==> src/hdl/gac_cfg.svh <==
/*
 gpio and adc control: register indices, field positions, reset values.
 assumes byte address = 4 * index on the register bus.
*/
`ifndef GAC_CFG_SVH
`define GAC_CFG_SVH
`define GAC_IDX_PIN2_CFG 6'h0d
`define GAC_IDX_IO_CFG 6'h0e
`define GAC_IDX_ADC_CFG 6'h0f
`define GAC_IDX_ADC_OFFS 6'h10
`define GAC_IDX_ADC_VALUE 6'h11
`define GAC_IDX_INT_STATUS 6'h20
`define GAC_IDX_INT_MASK 6'h21
`define GAC_RST_PIN2_CFG 8'h00
`define GAC_RST_IO_CFG 4'h0
`define GAC_RST_ADC_CFG 7'h00
`define GAC_RST_ADC_OFFS 4'h0
`define GAC_BIT_PULLUP 5
`define GAC_BIT_EXT_ST 4
`define GAC_BIT_SDO_IRQ 3
`define GAC_BIT_ADC_DONE 7
`define GAC_BIT_ADC_SEL 4
`define GAC_BIT_ADC_REF 2
`define GAC_INT_ADC 3
`define GAC_FS_COEFF_LO 7'h0e
`define GAC_FS_COEFF_HI 7'h15
`define GAC_OFFS_DIVISOR 1000
`endif

==> src/hdl/gac_pkg.sv <==
/*
 gpio and adc control: shared types.
 assumes gac_cfg.svh supplies the numeric constants.
*/
package gac_pkg;
    typedef enum logic [4:0] {
        GAC_FN_MCU_CLOCK = 5'h00,
        GAC_FN_WAKEUP = 5'h01,
        GAC_FN_LOW_BATT = 5'h02,
        GAC_FN_DIRECT_IN = 5'h03,
        GAC_FN_EXT_FALL = 5'h04,
        GAC_FN_EXT_RISE = 5'h05,
        GAC_FN_EXT_CHANGE = 5'h06,
        GAC_FN_ADC_IN = 5'h07,
        GAC_FN_DIRECT_OUT = 5'h0a,
        GAC_FN_VDD = 5'h1d
    } gac_pin_fn_t;
    typedef enum logic [1:0] {
        GAC_RESP_OKAY = 2'h0,
        GAC_RESP_SLVERR = 2'h2
    } gac_resp_t;
endpackage : gac_pkg

==> src/hdl/gac_gpio_adc_control.sv <==
/*
 gpio pin function, external interrupt, direct io, irq-on-sdo and adc control,
 with an axi4-lite register slave.
 assumes one 40 mhz clock; gpio pins and chip select are asynchronous and are
 synchronised here; the adc core answers a start pulse with a done pulse and result.
*/
// The AXI4-Lite interface to the registers was left to the implementer.
`include "gac_cfg.svh"
`timescale 1ns/100ps
`default_nettype none
module gac_gpio_adc_control #(
    parameter int ADDR_W = 8
) (
    input wire logic mclk_i,
    input wire logic rst_n_i,
    input wire logic [ADDR_W-1:0] s_axi_awaddr,
    input wire logic s_axi_awvalid,
    output logic s_axi_awready,
    input wire logic [31:0] s_axi_wdata,
    input wire logic [3:0] s_axi_wstrb,
    input wire logic s_axi_wvalid,
    output logic s_axi_wready,
    output logic [1:0] s_axi_bresp,
    output logic s_axi_bvalid,
    input wire logic s_axi_bready,
    input wire logic [ADDR_W-1:0] s_axi_araddr,
    input wire logic s_axi_arvalid,
    output logic s_axi_arready,
    output logic [31:0] s_axi_rdata,
    output logic [1:0] s_axi_rresp,
    output logic s_axi_rvalid,
    input wire logic s_axi_rready,
    input wire logic [2:0] gpio_i,
    output logic [2:0] gpio_o,
    output logic [2:0] gpio_oe_o,
    output logic third_pin_pullup_o,
    input wire logic [4:0] pin0_function_i,
    input wire logic [4:0] pin1_function_i,
    input wire logic mcu_clock_i,
    input wire logic wakeup_timer_expired_i,
    input wire logic battery_low_i,
    input wire logic serial_chip_select_n_i,
    output logic sdo_o,
    output logic sdo_oe_o,
    output logic interrupt_request_n_o,
    output logic adc_start_o,
    input wire logic adc_done_i,
    input wire logic [7:0] adc_result_i,
    output logic [2:0] adc_source_o,
    output logic adc_differential_o,
    output logic [1:0] adc_reference_o,
    output logic [1:0] adc_gain_o,
    output logic [6:0] adc_full_scale_milli_o,
    output logic adc_offset_negative_o,
    output logic [2:0] adc_offset_magnitude_o,
    output logic irq_o
);
    // register state
    logic [7:0] pin2_cfg;
    logic sdo_irq_en;
    logic [2:0] dio;
    logic adc_done;
    logic [2:0] adc_sel;
    logic [1:0] adc_ref;
    logic [1:0] adc_gain;
    logic [3:0] adc_offs;
    logic [7:0] adc_value;
    logic [2:0] ext_status;
    logic [3:0] int_status;
    logic [3:0] int_mask;
    // bus state
    logic aw_held;
    logic w_held;
    logic [5:0] aw_idx;
    logic [7:0] w_byte;
    logic w_lane0;
    // pin sampling
    logic [2:0] gpio_meta;
    logic [2:0] gpio_sync;
    logic [2:0] gpio_prev;
    logic [1:0] sync_fill; // edges count only once the history holds real pin samples
    logic sel_meta;
    logic sel_sync;
    logic [4:0] pin_fn [3];
    logic [2:0] ext_event;
    logic [2:0] pin_direct_in;
    logic wr_fire;
    logic rd_fire;
    logic [5:0] ar_idx;
    logic [7:0] next_rdata;
    logic next_rmapped;
    logic [7:0] io_read;

    function automatic logic is_input_fn(input logic [4:0] fn);
        is_input_fn = (fn == gac_pkg::GAC_FN_DIRECT_IN) ||
                      (fn == gac_pkg::GAC_FN_EXT_FALL) ||
                      (fn == gac_pkg::GAC_FN_EXT_RISE) ||
                      (fn == gac_pkg::GAC_FN_EXT_CHANGE);
    endfunction

    // analogue and input functions leave the pin undriven
    function automatic logic drives_fn(input logic [4:0] fn);
        drives_fn = !is_input_fn(fn) && (fn != gac_pkg::GAC_FN_ADC_IN);
    endfunction

    function automatic logic pin_level(input logic [4:0] fn, input logic dio_bit);
        unique case (fn)
            gac_pkg::GAC_FN_MCU_CLOCK: pin_level = mcu_clock_i;
            gac_pkg::GAC_FN_WAKEUP: pin_level = wakeup_timer_expired_i;
            gac_pkg::GAC_FN_LOW_BATT: pin_level = battery_low_i;
            gac_pkg::GAC_FN_DIRECT_OUT: pin_level = dio_bit;
            gac_pkg::GAC_FN_VDD: pin_level = 1'b1;
            default: pin_level = 1'b0;
        endcase
    endfunction

    function automatic logic edge_hit(input logic [4:0] fn, input logic now, input logic was);
        unique case (fn)
            gac_pkg::GAC_FN_EXT_FALL: edge_hit = was & ~now;
            gac_pkg::GAC_FN_EXT_RISE: edge_hit = ~was & now;
            gac_pkg::GAC_FN_EXT_CHANGE: edge_hit = was ^ now;
            default: edge_hit = 1'b0;
        endcase
    endfunction

    assign pin_fn[0] = pin0_function_i;
    assign pin_fn[1] = pin1_function_i;
    assign pin_fn[2] = pin2_cfg[4:0];

    always_ff @(posedge mclk_i or negedge rst_n_i)
    begin
        if (!rst_n_i)
        begin
            gpio_meta <= 3'h0;
            gpio_sync <= 3'h0;
            gpio_prev <= 3'h0;
            sel_meta <= 1'b1;
            sel_sync <= 1'b1;
            sync_fill <= 2'h0;
        end
        else
        begin
            gpio_meta <= gpio_i;
            gpio_sync <= gpio_meta;
            gpio_prev <= gpio_sync;
            sel_meta <= serial_chip_select_n_i;
            sel_sync <= sel_meta;
            if (sync_fill != 2'h3)
                sync_fill <= sync_fill + 2'h1;
        end
    end

    always_comb
    begin
        for (int i = 0; i < 3; i++)
        begin
            gpio_o[i] = pin_level(pin_fn[i], dio[i]);
            gpio_oe_o[i] = drives_fn(pin_fn[i]);
            ext_event[i] = (sync_fill == 2'h3) && edge_hit(pin_fn[i], gpio_sync[i], gpio_prev[i]);
            pin_direct_in[i] = (pin_fn[i] == gac_pkg::GAC_FN_DIRECT_IN);
        end
    end

    assign third_pin_pullup_o = pin2_cfg[`GAC_BIT_PULLUP] & is_input_fn(pin2_cfg[4:0]);

    // interrupt output and sdo routing
    assign irq_o = |(int_status & int_mask);
    assign interrupt_request_n_o = ~irq_o;
    assign sdo_oe_o = sdo_irq_en & sel_sync;
    assign sdo_o = interrupt_request_n_o;

    // adc control decode
    assign adc_source_o = adc_sel;
    assign adc_differential_o = adc_sel[2] & (adc_sel != 3'h7);
    assign adc_reference_o = adc_ref;
    assign adc_gain_o = adc_gain;
    assign adc_full_scale_milli_o = (adc_ref[0] ? `GAC_FS_COEFF_HI : `GAC_FS_COEFF_LO)
        * ({5'h00, adc_gain} + 7'h01);
    assign adc_offset_negative_o = adc_offs[3];
    assign adc_offset_magnitude_o = adc_offs[2:0];

    // axi4-lite write path: address and data taken in either order
    assign s_axi_awready = !aw_held && !s_axi_bvalid;
    assign s_axi_wready = !w_held && !s_axi_bvalid;
    assign wr_fire = aw_held && w_held && !s_axi_bvalid;

    always_ff @(posedge mclk_i or negedge rst_n_i)
    begin
        if (!rst_n_i)
        begin
            aw_held <= 1'b0;
            w_held <= 1'b0;
            aw_idx <= 6'h00;
            w_byte <= 8'h00;
            w_lane0 <= 1'b0;
            s_axi_bvalid <= 1'b0;
            s_axi_bresp <= gac_pkg::GAC_RESP_OKAY;
        end
        else
        begin
            if (s_axi_awvalid && s_axi_awready)
            begin
                aw_held <= 1'b1;
                aw_idx <= s_axi_awaddr[7:2];
            end
            if (s_axi_wvalid && s_axi_wready)
            begin
                w_held <= 1'b1;
                w_byte <= s_axi_wdata[7:0];
                w_lane0 <= s_axi_wstrb[0];
            end
            if (wr_fire)
            begin
                aw_held <= 1'b0;
                w_held <= 1'b0;
                s_axi_bvalid <= 1'b1;
                unique case (aw_idx)
                    `GAC_IDX_PIN2_CFG, `GAC_IDX_IO_CFG, `GAC_IDX_ADC_CFG,
                    `GAC_IDX_ADC_OFFS, `GAC_IDX_ADC_VALUE, `GAC_IDX_INT_STATUS,
                    `GAC_IDX_INT_MASK: s_axi_bresp <= gac_pkg::GAC_RESP_OKAY;
                    default: s_axi_bresp <= gac_pkg::GAC_RESP_SLVERR;
                endcase
            end
            else if (s_axi_bvalid && s_axi_bready)
                s_axi_bvalid <= 1'b0;
        end
    end

    logic wr_en;
    assign wr_en = wr_fire && w_lane0;

    // control register writes
    always_ff @(posedge mclk_i or negedge rst_n_i)
    begin
        if (!rst_n_i)
        begin
            pin2_cfg <= `GAC_RST_PIN2_CFG;
            {sdo_irq_en, dio} <= `GAC_RST_IO_CFG;
            {adc_sel, adc_ref, adc_gain} <= `GAC_RST_ADC_CFG;
            adc_offs <= `GAC_RST_ADC_OFFS;
            int_mask <= 4'h0;
        end
        else if (wr_en)
        begin
            unique case (aw_idx)
                `GAC_IDX_PIN2_CFG: pin2_cfg <= w_byte;
                `GAC_IDX_IO_CFG: {sdo_irq_en, dio} <= w_byte[3:0];
                `GAC_IDX_ADC_CFG: {adc_sel, adc_ref, adc_gain} <= w_byte[6:0];
                `GAC_IDX_ADC_OFFS: adc_offs <= w_byte[3:0];
                `GAC_IDX_INT_MASK: int_mask <= w_byte[3:0];
                default: int_mask <= int_mask;
            endcase
        end
    end

    // adc start and done; done drops on start, rises with the result
    logic start_req;
    assign start_req = wr_en && (aw_idx == `GAC_IDX_ADC_CFG) && w_byte[`GAC_BIT_ADC_DONE];

    always_ff @(posedge mclk_i or negedge rst_n_i)
    begin
        if (!rst_n_i)
        begin
            adc_start_o <= 1'b0;
            adc_done <= 1'b0;
            adc_value <= 8'h00;
        end
        else
        begin
            adc_start_o <= start_req;
            if (adc_done_i)
            begin
                adc_done <= 1'b1;
                adc_value <= adc_result_i;
            end
            else if (start_req)
                adc_done <= 1'b0;
        end
    end

    // read path, one word at a time, answered the cycle after arvalid is taken
    assign s_axi_arready = !s_axi_rvalid;
    assign rd_fire = s_axi_arvalid && s_axi_arready;
    assign ar_idx = s_axi_araddr[7:2];

    always_comb
    begin
        io_read = {1'b0, ext_status, sdo_irq_en, 3'h0};
        for (int i = 0; i < 3; i++)
            io_read[i] = pin_direct_in[i] ? gpio_sync[i] : dio[i];
    end

    always_comb
    begin
        next_rmapped = 1'b1;
        unique case (ar_idx)
            `GAC_IDX_PIN2_CFG: next_rdata = pin2_cfg;
            `GAC_IDX_IO_CFG: next_rdata = io_read;
            `GAC_IDX_ADC_CFG: next_rdata = {adc_done, adc_sel, adc_ref, adc_gain};
            `GAC_IDX_ADC_OFFS: next_rdata = {4'h0, adc_offs};
            `GAC_IDX_ADC_VALUE: next_rdata = adc_value;
            `GAC_IDX_INT_STATUS: next_rdata = {4'h0, int_status};
            `GAC_IDX_INT_MASK: next_rdata = {4'h0, int_mask};
            default:
            begin
                next_rdata = 8'h00;
                next_rmapped = 1'b0;
            end
        endcase
    end

    always_ff @(posedge mclk_i or negedge rst_n_i)
    begin
        if (!rst_n_i)
        begin
            s_axi_rvalid <= 1'b0;
            s_axi_rdata <= 32'h0000_0000;
            s_axi_rresp <= gac_pkg::GAC_RESP_OKAY;
        end
        else if (rd_fire)
        begin
            s_axi_rvalid <= 1'b1;
            s_axi_rdata <= {24'h00_0000, next_rdata};
            s_axi_rresp <= next_rmapped ? gac_pkg::GAC_RESP_OKAY : gac_pkg::GAC_RESP_SLVERR;
        end
        else if (s_axi_rvalid && s_axi_rready)
            s_axi_rvalid <= 1'b0;
    end

    // pin interrupt status is cleared by reading it; a new edge in that cycle wins
    logic io_read_clear;
    assign io_read_clear = rd_fire && (ar_idx == `GAC_IDX_IO_CFG);

    always_ff @(posedge mclk_i or negedge rst_n_i)
    begin
        if (!rst_n_i)
            ext_status <= 3'h0;
        else
            ext_status <= (io_read_clear ? 3'h0 : ext_status) | ext_event;
    end

    // sticky interrupt status, write one to clear; set beats clear
    logic [3:0] int_set;
    logic [3:0] int_clr;
    assign int_set = {adc_done_i, ext_event};
    assign int_clr = (wr_en && (aw_idx == `GAC_IDX_INT_STATUS)) ? w_byte[3:0] : 4'h0;

    always_ff @(posedge mclk_i or negedge rst_n_i)
    begin
        if (!rst_n_i)
            int_status <= 4'h0;
        else
            int_status <= (int_status & ~int_clr) | int_set;
    end
endmodule // gac_gpio_adc_control
`default_nettype wire

==> config.mk <==
export PLATFORM = sky130hd
export DESIGN_NAME = gac_gpio_adc_control
export DESIGN_NICKNAME = d
export VERILOG_FILES = /design/src/hdl/gac_pkg.sv /design/src/hdl/gac_gpio_adc_control.sv
export VERILOG_INCLUDE_DIRS = /design/src /design/src/hdl
export SDC_FILE = /design/constraint.sdc
export NUM_CORES = 1
export LEC_CHECK = 0
export BUFFER_PORTS_ARGS = -buffer_cell sky130_fd_sc_hd__buf_4
export CAP_MARGIN = 20
export CORE_MARGIN = 2
export CORE_UTILIZATION = 50
export CTS_BUF_LIST = sky130_fd_sc_hd__clkbuf_16
export DETAILED_ROUTE_END_ITERATION = 6
export PLACE_DENSITY = 0.78
export SETUP_SLACK_MARGIN = 0.3
export SYNTH_ARGS = -nofsm -noshare
export SYNTH_HDL_FRONTEND = slang
export SYNTH_SLANG_ARGS = --single-unit
==> constraint.sdc <==
create_clock -name mclk_i -period 5.8 [get_ports mclk_i]
set_clock_uncertainty 0.1 [all_clocks]
set_input_delay 0.29 -clock mclk_i [delete_from_list [all_inputs] [get_ports mclk_i]]
set_output_delay 0.29 -clock mclk_i [all_outputs]
set_load 0.05 [all_outputs]
==> results_dict.tcl <==
set metrics [dict create \
    grt_pass1_vias 3455 \
    finalCritPeriodShare 0.558 \
    drt-initial-drc-count 145 \
    clock-sinks 86 \
    max_clock_freq_mhz 309 \
    synth-simple-area-share 0.142 \
    rr_worst_depth 3 \
    port_buffers 99 \
    totalPowerFinal_mw 2.82 \
    rr_startpoint "s_axi_bvalid$_DFFE_PN0P_" \
    crit_path_end_kind "primary output" \
    drc 0 \
    n_antenna_cell 0 \
    syn_inst 425 \
    tightest_slew_ns 0.651 \
    wl_per_cell_um 15.5 \
    whs_path_depth 2 \
    synth-xor-area-share 0.00953 \
    worstPathRequired_ns 5.41 \
    grt_pass1_wl_mm 16.6 \
    synth-adder-area-share 0.0485 \
    yosys_warnings 0 \
    crit_type "flip-flop to primary output" \
    p_leak_nw 2.75 \
    cts_buffer_depth 2 \
    hold_violations 0 \
    min_to "s_axi_rvalid$_DFFE_PN0P_" \
    grt_usage 0.210 \
    synth_edf_count 0 \
    ir_worst_vdd_mv 0.431 \
    dieArea_um2 9970 \
    hold_path.class "input pin to flip-flop" \
    post_cts_resized 0 \
    whs_ns 0.0309 \
    place_hpwl_mm 7.46 \
    viasPerCell 5.34 \
    synthFlopType "dfrtp_1" \
    fp.dieH_um 99.9 \
    drt_first_pass_iters 4 \
    ys_types 53 \
    detail-route-antenna-nets 0 \
    clk_latency_ns 0.33 \
    cellPowerDensity_nw_per_um2 497 \
    nets 629 \
    maxCapViolCount 0 \
    cts_tree "done" \
    status "finished clean" \
    area_growth_pct 23.4 \
    drv_slew 0 \
    setup_tns_ns 0 \
    drive_gt1_frac 0.343 \
    synth_mux_area_frac 0.169 \
    relSlewSlack 0.562 \
    synth-async-reset-ratio 1.00 \
    gp_congestion 0.897 \
    drt_wl_total_mm 9.95 \
    initial_core_util 0.522 \
    start_kind "flip-flop" \
    coreArea_um2 8810 \
    grt_max_degree 87 \
    ys_seq_elements 86 \
    synth_top_family_by_area "multiplexers" \
    ios 157 \
    die_w_um 99.9 \
    synth_compound_area_frac 0.0882 \
    synth.avg_cell_area_um2 10.8 \
    r2r-end "dio[1]$_DFFE_PN0P_" \
    grt.overflow.total 0 \
    cp.arrival_ns 2.85 \
    cts_made_buffers 9 \
    rsz0062_at_grt "no" \
    antenna_found_initial 0 \
    num_rows 34 \
    fillers 657 \
    netlist_area_um2 4600 \
    period_needed_ns 3.24 \
    r2r_slack_ns 3.76 \
    htree_levels 3 \
    path_clk_slew_ns 0.06 \
    vias 3424 \
    hp-start "s_axi_rready" \
    root_buffer "clkbuf_16" \
    path_max_fanout 7 \
    setup_viol 0 \
    synth_seq_area_share 0.469 \
    cts_post_setup_buffers_inserted 0 \
]
layer usage:
metal	wire length (µm)	vias to the layer above	global-route usage
met5	0	-	0
met4	87	0	0.0485
met3	616	11	0.0529
met2	5040	126	0.360
met1	4210	1645	0.271
li1	-	1642	-
worst max-delay path: stages (launching register included):
cell,delay (ns)
dfrtp_1,0.45
ha_1,0.34
inv_1,0.08
nor2_1,0.13
fa_1,0.43
ha_1,0.35
a21o_1,0.19
a21oi_1,0.17
xor2_1,0.17
buf_4,0.22
Yosys cell counts, types with 2 or more instances:
cell type / count / share of area
or3_4: 2 / 0.0049
a22o_1: 5 / 0.0095
mux2_4: 4 / 0.013
nand2_1: 43 / 0.035
o21ai_0: 19 / 0.021
nor4bb_1: 2 / 0.0044
inv_1: 21 / 0.017
o211ai_1: 3 / 0.0049
and2_1: 2 / 0.0027
clkbuf_1: 11 / 0.0090
buf_2: 3 / 0.0033
nor2b_1: 6 / 0.0082
dfrtp_1: 84 / 0.46
nand4_1: 5 / 0.0068
nand3_1: 7 / 0.0076
and3_1: 2 / 0.0027
buf_4: 27 / 0.044
dfstp_2: 2 / 0.011
a21o_1: 5 / 0.0082
nand2b_1: 7 / 0.0095
mux2_2: 53 / 0.13
xnor2_1: 4 / 0.0076
fa_1: 3 / 0.013
nor2_1: 29 / 0.024
ha_1: 13 / 0.035
a21oi_1: 11 / 0.012
nand3b_1: 3 / 0.0049
mux2i_1: 12 / 0.026
a22oi_1: 7 / 0.011
a221oi_1: 3 / 0.0057
o22ai_1: 2 / 0.0027
nor3_1: 4 / 0.0044
sequential cells by signal, indices dropped and copies added, names as in the netlist, 3 cells and up:
register / cells
adc_value: 8
gpio_prev: 3
gpio_sync: 3
dio: 3
pin2_cfg: 8
adc_source_o: 3
int_mask: 4
adc_offs: 4
gpio_meta: 3
w_byte: 8
int_status: 4
ext_status: 3
aw_idx: 6
s_axi_rdata: 8
per-stage QoR:
step	setup WS, ns	cell area (µm²)	utilization	std cells
6_report	2.56	5670	0.644	641
5_1_grt	2.38	5670	0.644	641
4_1_cts	2.56	5630	0.639	638
3_5_place_dp	2.92	5320	0.604	618
3_3_place_gp	2.97	5320	0.604	618
2_1_floorplan	1.70	4690	-	451
layout make-up:
cell class	instances	area, µm²	share of cell area
repair buffers	107	833	0.147
clock buffers	9	225	0.0397
well taps	108	135	0.0238
flip-flops and latches	86	2150	0.380
inverters	21	78.8	0.0139
clock inverters	7	41.3	0.00728
multi-input cells	303	2200	0.388
cells in the final DEF, fill, tap and decap left out, types with 5 or more instances in the layout:
master         Yosys  routed
a21oi_1           11      11
a21o_1             5       5
mux2i_1           12      12
nor2b_1            6       6
buf_4             27     100
dfrtp_1           84      84
conb_1             1      27
ha_1              13      13
nor2_1            29      29
a22oi_1            7       7
clkbuf_16          0       9
mux2_2            53      53
nand4_1            5       5
nand2_1           43      43
o21ai_0           19      19
a22o_1             5       5
inv_1             21      23
nand2b_1           7       7
nand3_1            7       7
dlygate4sd3_1      0       5
power breakdown:
part	leakage (nW)	switching (mW)	internal [mW]
Sequential	1.06	0.196	0.762
Combinational	1.56	0.861	0.485
Clock	0.136	0.227	0.288
Total	2.75	1.28	1.53
kinds of logic after synthesis:
family,Yosys count
mux,69
compound gates,62
fa+ha+maj,16
flops,86
other cells,1
xor+xnor,5
buf+inv,62
simple gates,124
timing repair:
item                                    in CTS  in global routing
hold buffers                                 4                  1
endpoints found under the hold margin        4                 12
endpoints found under the setup margin       0                  0
worst max-delay path by stage:
| stage | start | endpoint | depth (start not counted) |
|---|---|---|---|
| floorplan | adc_reference_o[0]$_DFFE_PN0N_ | adc_full_scale_milli_o[6] | 7 |
| global placement | adc_gain_o[0]$_DFFE_PN0N_ | adc_full_scale_milli_o[6] | 9 |
| detailed placement | adc_gain_o[0]$_DFFE_PN0N_ | adc_full_scale_milli_o[6] | 9 |
| CTS | adc_gain_o[0]$_DFFE_PN0N_ | adc_full_scale_milli_o[6] | 9 |
| global route | adc_gain_o[0]$_DFFE_PN0N_ | adc_full_scale_milli_o[6] | 9 |
| finish | adc_gain_o[0]$_DFFE_PN0N_ | adc_full_scale_milli_o[6] | 9 |
No activity file was read; power rests on OpenSTA's default activity.
